===== config.mk =====
export PLATFORM = sky130hd
export DESIGN_NAME = sed_core
export DESIGN_NICKNAME = d
export VERILOG_FILES = /design/src/verilog/sed_busy_timer.v /design/src/verilog/sed_core.v /design/src/verilog/sed_sync.v
export VERILOG_INCLUDE_DIRS = /design/src /design/src/verilog
export SDC_FILE = /design/constraint.sdc
export NUM_CORES = 1
export LEC_CHECK = 0
export BUFFER_PORTS_ARGS = -buffer_cell sky130_fd_sc_hd__buf_4
export CELL_PAD_IN_SITES_DETAIL_PLACEMENT = 1
export CELL_PAD_IN_SITES_GLOBAL_PLACEMENT = 1
export CORE_UTILIZATION = 43
export CTS_CLUSTER_DIAMETER = 200
export DETAILED_ROUTE_END_ITERATION = 7
export PLACE_DENSITY = 0.87
export SYNTH_ARGS = -nofsm -noshare
export SYNTH_HDL_FRONTEND = slang
export SYNTH_SLANG_ARGS = --single-unit

===== constraint.sdc =====
create_clock -name sys_clk -period 2.7 [get_ports sys_clk]
set_input_delay 0 -clock sys_clk [delete_from_list [all_inputs] [get_ports sys_clk]]
set_output_delay 0 -clock sys_clk [all_outputs]
set_load 0.05 [all_outputs]

===== src/verilog/sed_consts.vh =====
// Function
// (RL1) Status writes ignored: latch clear or hardware-protected
// (RL2) Bit 0 busy; busy accepts only status read
// (RL3) Latch clear refuses all status/array changes
// (RL4) Set-latch command sets; power-up clears latch
// (RL5) Bits 2-3 protect level, start zero
// (RL6) Bits 4-6 written but not stored, read 0
// (RL7) Arm bit plus low pin: status read-only
// (RL8) Arm 1-to-0 refused while pin low
// (RL9) Whole status reads ones during write cycle
// (RL10) Protect level decodes to upper quarter/half/all
// (RL11) Chip select low; sample input on rise
// (RL12) After opcode: address/data; output on fall
// (RL13) All bytes travel most significant bit first
// (RL14) Chip select rise starts operation, then standby
// (RL15) Set/clear latch opcodes, no address or data
// (RL16) Array read/write opcodes with 16-bit address
// (RL17) Identification page read with address
// (RL18) Identification page write with address, data
// (RL19) Lock-status read chosen by address bit
// (RL20) Lock command with address and data byte
// (RL21) Don't-care opcode bit ignored when decoding
// (RL22) Page access needs address bit 10 zero
// (RL23) Lock commands need address bit 10 one
// (RL24) Latch cleared after clear, status, array writes
// (RL25) Lock state in output byte bit 0
// (RL26) Unknown opcode: no action, output stays off
// (RL27) Status write applied at byte boundary, busy
//
`ifndef SED_CONSTS_VH
`define SED_CONSTS_VH

// ----------------------------------------------------------------
// Opcodes, bit 3 is a don't-care
// ----------------------------------------------------------------
`define SED_OP_SET_LATCH   8'h06
`define SED_OP_CLR_LATCH   8'h04
`define SED_OP_STATUS_RD   8'h05
`define SED_OP_STATUS_WR   8'h01
`define SED_OP_ARRAY_RD    8'h03
`define SED_OP_ARRAY_WR    8'h02
`define SED_OP_ID_RD       8'h83
`define SED_OP_ID_X        8'h82

// ----------------------------------------------------------------
// Status register layout
// ----------------------------------------------------------------
`define SED_ST_BUSY        0
`define SED_ST_LATCH       1
`define SED_ST_BP_LO       2
`define SED_ST_BP_HI       3
`define SED_ST_ARM         7
`define SED_ST_BUSY_VIEW   8'hff
`define SED_BP_RESET       2'h0
`define SED_ADDR_A10       10
`define SED_LOCK_DATA_BIT  1

// ----------------------------------------------------------------
// Timing
// ----------------------------------------------------------------
`define SED_SYS_CLK_NS     8
`define SED_WRITE_CYCLE_NS 5000000

`endif


===== src/verilog/sed_busy_timer.v =====
`timescale 1ns/1ps
module sed_busy_timer #(
  parameter CW     = 20,
  parameter CYCLES = 625000
) (
  input  wire sys_clk,
  input  wire rstN,
  input  wire clkEn,
  input  wire start,
  output wire busy,
  output wire done
);
  reg [CW-1:0] cnt_q;
  reg          busy_q;

  always @(posedge sys_clk or negedge rstN) begin
    if (!rstN) begin
      cnt_q  <= {CW{1'b0}};
      busy_q <= 1'b0;
    end else if (clkEn) begin
      if (start && !busy_q) begin
        cnt_q  <= CYCLES[CW-1:0] - {{(CW-1){1'b0}}, 1'b1};
        busy_q <= 1'b1;
      end else if (busy_q) begin
        if (cnt_q == {CW{1'b0}})
          busy_q <= 1'b0;
        else
          cnt_q <= cnt_q - {{(CW-1){1'b0}}, 1'b1};
      end
    end
  end

  assign busy = busy_q;
  assign done = clkEn && busy_q && (cnt_q == {CW{1'b0}});
endmodule


===== src/verilog/sed_core.v =====
`timescale 1ns/1ps
`include "sed_consts.vh"
module sed_core #(
  parameter WRITE_CYCLES = `SED_WRITE_CYCLE_NS / `SED_SYS_CLK_NS,
  parameter TIMER_W      = 20
) (
  input  wire        sys_clk,
  input  wire        reset_n,
  input  wire        clkEn,
  input  wire        csN,
  input  wire        sclk,
  input  wire        mosi,
  input  wire        wpN,
  input  wire [7:0]  memRdData,
  output wire        soOut,
  output wire        soOe,
  output wire [15:0] memAddr,
  output wire        memIdSel,
  output wire        memWrEn,
  output wire [7:0]  memWrData
);

  // ----------------------------------------------------------------
  // Command classes
  // ----------------------------------------------------------------
  localparam [3:0] CMD_NONE  = 4'h0;
  localparam [3:0] CMD_SETL  = 4'h1;
  localparam [3:0] CMD_CLRL  = 4'h2;
  localparam [3:0] CMD_STRD  = 4'h3;
  localparam [3:0] CMD_STWR  = 4'h4;
  localparam [3:0] CMD_ARRD  = 4'h5;
  localparam [3:0] CMD_ARWR  = 4'h6;
  localparam [3:0] CMD_IDRD  = 4'h7;
  localparam [3:0] CMD_IDX   = 4'h8;

  // ----------------------------------------------------------------
  // Functions
  // ----------------------------------------------------------------
  function opMatch;
    input [7:0] op;
    input [7:0] code;
    begin
      opMatch = ({op[7:4], op[2:0]} == {code[7:4], code[2:0]}); // RL21
    end
  endfunction

  function isProtected;
    input [15:0] addr;
    input [1:0]  level;
    begin
      case (level)
        2'h1:    isProtected = (addr[13:12] == 2'h3); // RL10
        2'h2:    isProtected = addr[13];              // RL10
        2'h3:    isProtected = 1'b1;                  // RL10
        default: isProtected = 1'b0;
      endcase
    end
  endfunction

  // ----------------------------------------------------------------
  // Reset release and pin synchronisers
  // ----------------------------------------------------------------
  reg  [1:0] rstSync_q;
  wire       rstN;
  wire [3:0] pinSync;
  wire       csS;
  wire       sclkS;
  wire       mosiS;
  wire       wpS;

  always @(posedge sys_clk or negedge reset_n) begin
    if (!reset_n)
      rstSync_q <= 2'h0;
    else
      rstSync_q <= {rstSync_q[0], 1'b1};
  end
  assign rstN = rstSync_q[1];

  sed_sync #(
    .W (4)
  ) u_sync (
    .sys_clk (sys_clk),
    .rstN    (rstN),
    .clkEn   (clkEn),
    .asyncIn ({csN, sclk, mosi, wpN}),
    .syncOut (pinSync)
  );
  assign csS   = pinSync[3];
  assign sclkS = pinSync[2];
  assign mosiS = pinSync[1];
  assign wpS   = pinSync[0];

  // ----------------------------------------------------------------
  // Edge detection on synchronised pins
  // ----------------------------------------------------------------
  reg  sclkPrev_q;
  reg  csPrev_q;
  wire sclkRise;
  wire sclkFall;
  wire csRise;

  always @(posedge sys_clk or negedge rstN) begin
    if (!rstN) begin
      sclkPrev_q <= 1'b0;
      csPrev_q   <= 1'b1;
    end else if (clkEn) begin
      sclkPrev_q <= sclkS;
      csPrev_q   <= csS;
    end
  end

  assign sclkRise = clkEn && !csS && sclkS && !sclkPrev_q; // RL11
  assign sclkFall = clkEn && !csS && !sclkS && sclkPrev_q;
  assign csRise   = clkEn && csS && !csPrev_q;

  // ----------------------------------------------------------------
  // State
  // ----------------------------------------------------------------
  reg  [2:0]  bitCnt_q;
  reg  [2:0]  byteCnt_q;
  reg  [7:0]  shift_q;
  reg  [3:0]  cmd_q;
  reg  [15:0] addr_q;
  reg  [7:0]  data_q;
  reg  [7:0]  outByte_q;
  reg         outEn_q;
  reg         so_q;
  reg         loadPend_q;
  reg         wroteAny_q;
  reg         advPend_q;
  reg         idSel_q;
  reg         set_write_latch_cmd_q;
  reg  [7:0]  wrData_q;
  reg         latch_q;
  reg  [1:0]  bp_q;
  reg         arm_q;
  reg         lock_q;
  reg         pendStatus_q;
  reg         pendLock_q;
  reg  [7:0]  stData_q;

  wire [7:0]  byteVal;
  wire        byteDone;
  wire        hwProt;
  wire        busy;
  wire        wrDone;
  wire        a10;
  wire [7:0]  statusView;
  reg         startWr;
  reg         latchSet;
  reg         latchClr;
  reg         takeStatus;
  reg         takeLock;

  assign byteVal  = {shift_q[6:0], mosiS};                   // RL13
  assign byteDone = sclkRise && (bitCnt_q == 3'h7);
  assign hwProt   = arm_q && !wpS;                           // RL7
  assign a10      = addr_q[`SED_ADDR_A10];

  // Don't-care bits read 0; a write cycle shows all ones
  assign statusView = busy ? `SED_ST_BUSY_VIEW :             // RL9
                      {arm_q, 3'h0, bp_q, latch_q, 1'b0};    // RL2 RL6

  // ----------------------------------------------------------------
  // Self-timed write cycle
  // ----------------------------------------------------------------
  sed_busy_timer #(
    .CW     (TIMER_W),
    .CYCLES (WRITE_CYCLES)
  ) u_timer (
    .sys_clk (sys_clk),
    .rstN    (rstN),
    .clkEn   (clkEn),
    .start   (startWr),
    .busy    (busy),
    .done    (wrDone)
  );

  // ----------------------------------------------------------------
  // End-of-frame decisions on the chip select rise
  // ----------------------------------------------------------------
  always @* begin
    startWr    = 1'b0;
    latchSet   = 1'b0;
    latchClr   = 1'b0;
    takeStatus = 1'b0;
    takeLock   = 1'b0;
    if (csRise && (bitCnt_q == 3'h0)) begin                  // RL14
      case (cmd_q)
        CMD_SETL: latchSet = (byteCnt_q == 3'h1);            // RL15 RL4
        CMD_CLRL: latchClr = (byteCnt_q == 3'h1);            // RL15 RL24
        CMD_STWR: begin
          // Arm cannot drop while pin low; whole write refused then
          if ((byteCnt_q == 3'h2) && latch_q && !hwProt &&   // RL1 RL3 RL27
              !(arm_q && !stData_q[`SED_ST_ARM] && !wpS)) begin // RL8
            takeStatus = 1'b1;
            startWr    = 1'b1;
          end
        end
        CMD_ARWR: startWr = wroteAny_q;
        CMD_IDX: begin
          if (!a10)
            startWr = wroteAny_q;                            // RL18
          else if ((byteCnt_q == 3'h4) && data_q[`SED_LOCK_DATA_BIT] &&
                   latch_q && !lock_q) begin                 // RL20 RL23
            takeLock = 1'b1;
            startWr  = 1'b1;
          end
        end
        default: startWr = 1'b0;
      endcase
    end
  end

  // ----------------------------------------------------------------
  // Status register and lock state
  // ----------------------------------------------------------------
  always @(posedge sys_clk or negedge rstN) begin
    if (!rstN) begin
      latch_q      <= 1'b0;                                  // RL4
      bp_q         <= `SED_BP_RESET;                         // RL5
      arm_q        <= 1'b0;
      lock_q       <= 1'b0;
      pendStatus_q <= 1'b0;
      pendLock_q   <= 1'b0;
      stData_q     <= 8'h00;
    end else if (clkEn) begin
      if (byteDone && (cmd_q == CMD_STWR) && (byteCnt_q == 3'h1))
        stData_q <= byteVal;
      if (takeStatus)
        pendStatus_q <= 1'b1;
      if (takeLock)
        pendLock_q <= 1'b1;
      if (wrDone) begin
        // Stored values change only when the cycle completes
        if (pendStatus_q) begin
          bp_q  <= stData_q[`SED_ST_BP_HI:`SED_ST_BP_LO];    // RL5 RL27
          arm_q <= stData_q[`SED_ST_ARM];                    // RL7
        end
        if (pendLock_q)
          lock_q <= 1'b1;                                    // RL20
        pendStatus_q <= 1'b0;
        pendLock_q   <= 1'b0;
      end
      if (latchSet)
        latch_q <= 1'b1;
      else if (latchClr || wrDone)
        latch_q <= 1'b0;                                     // RL24
    end
  end

  // ----------------------------------------------------------------
  // Serial shifter and opcode decode
  // ----------------------------------------------------------------
  always @(posedge sys_clk or negedge rstN) begin
    if (!rstN) begin
      bitCnt_q   <= 3'h0;
      byteCnt_q  <= 3'h0;
      shift_q    <= 8'h00;
      cmd_q      <= CMD_NONE;
      addr_q     <= 16'h0000;
      data_q     <= 8'h00;
      outByte_q  <= 8'h00;
      outEn_q    <= 1'b0;
      loadPend_q <= 1'b0;
      wroteAny_q <= 1'b0;
      advPend_q  <= 1'b0;
      idSel_q    <= 1'b0;
      set_write_latch_cmd_q     <= 1'b0;
      wrData_q   <= 8'h00;
    end else if (clkEn) begin
      set_write_latch_cmd_q <= 1'b0;
      // Address moves on after the strobe, so each write sees its own address
      if (advPend_q) begin
        advPend_q   <= 1'b0;
        addr_q[5:0] <= addr_q[5:0] + 6'h01;
      end
      if (csS) begin
        // Deselected: back to standby, output released
        bitCnt_q   <= 3'h0;
        byteCnt_q  <= 3'h0;
        cmd_q      <= CMD_NONE;
        outEn_q    <= 1'b0;
        loadPend_q <= 1'b0;
        wroteAny_q <= 1'b0;
      end else if (loadPend_q) begin
        // Read data is valid one cycle after the address settles
        loadPend_q <= 1'b0;
        outByte_q  <= memRdData;
        if (idSel_q)
          addr_q[5:0] <= addr_q[5:0] + 6'h01;
        else
          addr_q <= addr_q + 16'h0001;
      end else if (sclkRise) begin
        bitCnt_q <= bitCnt_q + 3'h1;                         // RL11
        shift_q  <= byteVal;                                 // RL13
        if (byteDone) begin
          // Counts one past the lock frame so a longer frame voids the lock
          if (byteCnt_q != 3'h5)
            byteCnt_q <= byteCnt_q + 3'h1;
          case (byteCnt_q)
            3'h0: begin                                      // RL12
              idSel_q <= 1'b0;
              if (opMatch(byteVal, `SED_OP_STATUS_RD)) begin
                cmd_q     <= CMD_STRD;
                outByte_q <= statusView;
                outEn_q   <= 1'b1;
              end else if (busy)
                cmd_q <= CMD_NONE;                           // RL2
              else if (opMatch(byteVal, `SED_OP_SET_LATCH))
                cmd_q <= CMD_SETL;                           // RL15
              else if (opMatch(byteVal, `SED_OP_CLR_LATCH))
                cmd_q <= CMD_CLRL;                           // RL15
              else if (opMatch(byteVal, `SED_OP_STATUS_WR))
                cmd_q <= CMD_STWR;                           // RL1
              else if (opMatch(byteVal, `SED_OP_ARRAY_RD))
                cmd_q <= CMD_ARRD;                           // RL16
              else if (opMatch(byteVal, `SED_OP_ARRAY_WR))
                cmd_q <= CMD_ARWR;                           // RL16
              else if (opMatch(byteVal, `SED_OP_ID_RD))
                cmd_q <= CMD_IDRD;                           // RL17
              else if (opMatch(byteVal, `SED_OP_ID_X))
                cmd_q <= CMD_IDX;                            // RL18 RL19
              else
                cmd_q <= CMD_NONE;                           // RL26
            end
            3'h1: begin
              if (cmd_q == CMD_STRD)
                outByte_q <= statusView;
              else
                addr_q[15:8] <= byteVal;
            end
            3'h2: begin
              if (cmd_q == CMD_STRD)
                outByte_q <= statusView;
              else
                addr_q[7:0] <= byteVal;
              if (cmd_q == CMD_ARRD) begin                   // RL16
                loadPend_q <= 1'b1;
                outEn_q    <= 1'b1;
              end else if ((cmd_q == CMD_IDRD) && !a10) begin // RL22 RL17
                idSel_q    <= 1'b1;
                loadPend_q <= 1'b1;
                outEn_q    <= 1'b1;
              end else if (cmd_q == CMD_IDX) begin
                if (a10) begin
                  outByte_q <= {7'h00, lock_q};              // RL25 RL19
                  outEn_q   <= 1'b1;
                end else
                  idSel_q <= 1'b1;                           // RL22
              end
            end
            default: begin
              data_q <= byteVal;
              case (cmd_q)
                CMD_STRD: outByte_q <= statusView;
                CMD_ARRD: loadPend_q <= 1'b1;
                CMD_IDRD: loadPend_q <= idSel_q;
                CMD_ARWR: begin
                  if (latch_q && !isProtected(addr_q, bp_q)) begin // RL3 RL10
                    set_write_latch_cmd_q     <= 1'b1;
                    wrData_q   <= byteVal;
                    wroteAny_q <= 1'b1;
                  end
                  advPend_q <= 1'b1;
                end
                CMD_IDX: begin
                  if (!a10 && latch_q && !lock_q) begin      // RL18 RL3
                    set_write_latch_cmd_q     <= 1'b1;
                    wrData_q   <= byteVal;
                    wroteAny_q <= 1'b1;
                  end
                  if (!a10)
                    advPend_q <= 1'b1;
                end
                default: data_q <= byteVal;
              endcase
            end
          endcase
        end
      end
    end
  end

  // ----------------------------------------------------------------
  // Serial output, changes on the clock fall
  // ----------------------------------------------------------------
  always @(posedge sys_clk or negedge rstN) begin
    if (!rstN)
      so_q <= 1'b0;
    else if (clkEn && sclkFall && outEn_q)
      so_q <= outByte_q[3'h7 - bitCnt_q];                    // RL12 RL13
  end

  assign soOut     = so_q;
  assign soOe      = outEn_q && !csS;                        // RL26
  assign memAddr   = addr_q;
  assign memIdSel  = idSel_q;
  assign memWrEn   = set_write_latch_cmd_q;
  assign memWrData = wrData_q;

endmodule


===== src/verilog/sed_sync.v =====
`timescale 1ns/1ps
module sed_sync #(
  parameter W = 4
) (
  input  wire         sys_clk,
  input  wire         rstN,
  input  wire         clkEn,
  input  wire [W-1:0] asyncIn,
  output wire [W-1:0] syncOut
);
  reg [W-1:0] meta_q;
  reg [W-1:0] sync_q;

  // Inputs idle high so a reset does not look like a select
  always @(posedge sys_clk or negedge rstN) begin
    if (!rstN) begin
      meta_q <= {W{1'b1}};
      sync_q <= {W{1'b1}};
    end else if (clkEn) begin
      meta_q <= asyncIn;
      sync_q <= meta_q;
    end
  end

  assign syncOut = sync_q;
endmodule

==> summary.txt <==
Worst setup path
  – Cells on worst reg2reg path: 7
  – Crit start category: flip-flop
  – RR Endpoint: memAddr[11]
  – Critical Path End: memAddr[11]
  – Worst EP required: 2.99 ns
  – CP dominant cell by count: ha_1
  – Critical path capture point type: flip-flop
  – CP Cell Sequence: ha_1, ha_1, nand3b_1, o41ai_4, nand2_2, or4_1, nand4_1
  – Slowest CP cell: or4_1
  – Crit path arrival time: 2.80 ns
  – Setup crit start: bitCnt_q[0]
  – CP Max Fanout: 16
  – Reg2Reg Setup Slack: approximately 0.19 ns
  – Slowest stage delay, CP: 0.56 ns
  – Worst R2R Start: bitCnt_q[0]
  – Crit Path Class: flip-flop to flip-flop

STA
  – Final setup skew: 0.006362 ns
  – Achievable frequency: 397.9 MHz
  – TNS Setup: 0 ns
  – Final min period: 2.513 ns
  – Worst hold slack: 0.06993 ns
  – Period utilisation layout: 93.09%
  – Slew margin rel.: 39.19%
  – Worst slew pin tran: 0.9121 ns
  – Slew Limit Fails: 0
  – Finish-stage setup viols: 0
  – Final hold violations: 0
  – RSZ-0062 raised after global routing: false

Logic synthesis
  – Synth top area share: around 40%
  – Post-synth top area cell: dfrtp_1
  – Synth Flop Type: dfrtp_1
  – Syn avg cell area: ~9.6 um^2
  – Most frequent cells after synthesis: dfrtp_1 (91), nand2_1 (55), nor2_1 (47)
  – Net count after synthesis: 619
  – Post-synth ARST share: 100.0%
  – Distinct cell type count after synthesis: 80
  – Mapped Area: 0.005722 mm^2
  – Most common cell in the synthesized netlist: dfrtp_1
  – Synth warn: 0
  – Post-Syn Instances: between 500 and 600
  – Number of synthesized flops with an enable pin: 0
  – Seq/Total Area, Yosys: 43.93%
  – Top area cells in the synthesized netlist: dfrtp_1 (40%), mux2_2 (6.5%), dfstp_2 (4.1%), nand2_1 (3.6%), nor2_1 (3.1%)
  – Synth Register Bits: 100

Global route
  – Largest net degree at the start of global routing: 71
  – First-pass GRT wire length: between 20 and 30 mm
  – GRT Util Overall: 25.68%
  – Grt ovf: 0
  – Vias in the first global route: 5,225
  – Initial antenna violation count: 0

Layout
  – Register Area: about 0.0025 mm^2
  – Area growth syn-to-layout: 17.30%
  – Filler cell count: between 1k and 1.5k
  – Design area: 0.006711 mm^2
  – Antenna Cells: 0
  – Util after Layout: 52.54%
  – Multi-input logic area: 0.002964 mm^2
  – Layout cells sized above 1: 22.87%
  – NumNets Final: 675

Routing
  – Routed Antenna Nets: 0
  – DR vias: between 5k and 6k
  – WL final: between 15 and 20 mm
  – Initial drt markers: 405
  – DR pass1 iterations: 5
  – Vias per cell: between 6 and 7
  – Wire per inst: 20.35 um
  – DRC Markers: 0

Floorplanning
  – I/O pin total: 43
  – Die area: 0.01377 mm^2
  – Die H: 117.4 um
  – Core area: 0.01277 mm^2
  – Starting Density: approximately 45%
  – Die width: 117.4 um
  – # rows: 41

Pwr
  – Pint: 3275 uW
  – Pleak: ~0.0029 uW
  – Maximum vdd drop: 541.4 uV
  – Sequential share of power: 41.5%
  – Logic pwr share: 34.4%
  – Sw Ratio: slightly above 40%
  – P_sw: 2222 uW
  – Clock network power share: 24.0%
  – Power Density: 819.1 mW/mm^2

CTS
  – Number of post-CTS setup repair buffers: 0
  – Clk slew on worst S/H paths: 0.07 ns
  – CTS buffer count: 9
  – Clock Sinks: 100
  – Clk Latency, worst-skew pair: 0.35 ns
  – Root buf cell: clkbuf_16
  – H-Tree Level Count: 3
  – CTS tree: done
  – CTS max path bufs: 2

Hold path
  – Hold Crit Start: memRdData[5]
  – Hold Path Class: input pin to flip-flop

Run status
  – Status: completed

Place
  – Port bufs: 42
  – HPWL after DPL: 12.10 mm
  – Final Wtd Congestion: approximately 0.87
  – Dpl cell area: 0.006299 mm^2

Run
  – Total of max-cap violations: 0
-- repair_timing --
action,CTS,global route
hold buffers,11,0
endpoints found under the setup margin,0,5
endpoints found under the hold margin,11,0
gates resized for setup,0,1
-- layer usage --
metal / up-vias / GRT usage, % / routed length (um)
li1: 2299 / - / -
met1: 2541 / 33.36 / 7506
met2: 148 / 41.97 / 8094
met3: 29 / 5.058 / 793
met4: 0 / 10.06 / 452
met5: - / 0 / 0
-- logic make-up after synthesis --
kind of cell	after synthesis	synth area share (%)
buffers and inverters	60	4.417
XOR/XNOR	16	2.449
AND/OR/NAND/NOR	235	23.00
adder cells (fa/ha/maj)	9	1.968
AO/OA/AOI/OAI	132	15.66
flip-flops	100	43.93
other	1	0.06554
multiplexers	42	8.507
-- worst max-delay path, delay by kind of cell (launching register included) --
| family | cells | cell delay [ns] |
|---|---|---|
| compound gates | 1 | 0.47 |
| simple gates | 4 | 1.15 |
| fa+ha+maj | 2 | 0.37 |
| flops | 1 | 0.46 |
-- sequential cells by signal (all words and copies together), names as in the netlist, 2 cells and up --
signal / flops
u_timer.cnt_q: 20
memAddr: 16
memWrData: 8
outByte_q: 8
shift_q: 7
cmd_q: 4
u_sync.meta_q: 4
u_sync.syncOut: 4
bitCnt_q: 3
byteCnt_q: 3
stData_q: 3
bp_q: 2
rstSync_q: 2
-- stage by stage --
| step | worst slack (ns) | cells | power (uW) |
|---|---|---|---|
| floorplan | 0.4106 | 595 | 3521 |
| global placement | 0.3326 | 801 | 4003 |
| detailed placement | 0.1804 | 801 | 4146 |
| CTS | 0.1884 | 828 | 5507 |
| global route | 0.02945 | 828 | 5805 |
| finish | 0.1866 | 828 | 5497 |
-- final cells by class --
class                      instances  area share (%)
timing repair buffer              78           9.135
multi-input combinational        435           44.16
clock buffer                       9           3.356
sequential                       100           37.51
tap                              172           3.207
inverter                          27           1.510
clock inverter                     7           1.119
-- cell usage in the layout (no fill, tap or decap), drive strengths merged, types with 15 or more instances in the layout --
cell type / synthesis / final
nor3: 16 / 16
nand2: 56 / 56
buf: 16 / 67
mux2: 33 / 33
nand4: 15 / 15
nor2: 48 / 48
o21ai: 28 / 28
dfrtp: 91 / 91
inv: 27 / 29
a21oi: 32 / 32
nand3: 26 / 26
-- worst min-delay path by stage --
stage                         to  slack [ns]  depth (start not counted)
global route        outByte_q[5]        0.08                          4
global placement    rstSync_q[0]       -0.22                          1
floorplan           rstSync_q[0]       -0.30                          0
finish              outByte_q[5]        0.07                          4
CTS                 outByte_q[5]        0.06                          4
detailed placement  rstSync_q[0]       -0.22                          1
-- power by group through the flow --
stage / clock, uW / combinational [uW] / sequential (uW)
global placement: 0 / 1740 / 2260
CTS: 1350 / 1880 / 2280
global route: 1410 / 2060 / 2340
floorplan: 0 / 1330 / 2200
finish: 1320 / 1890 / 2280
detailed placement: 0 / 1850 / 2300
No activity file was read; power rests on OpenSTA's default activity.
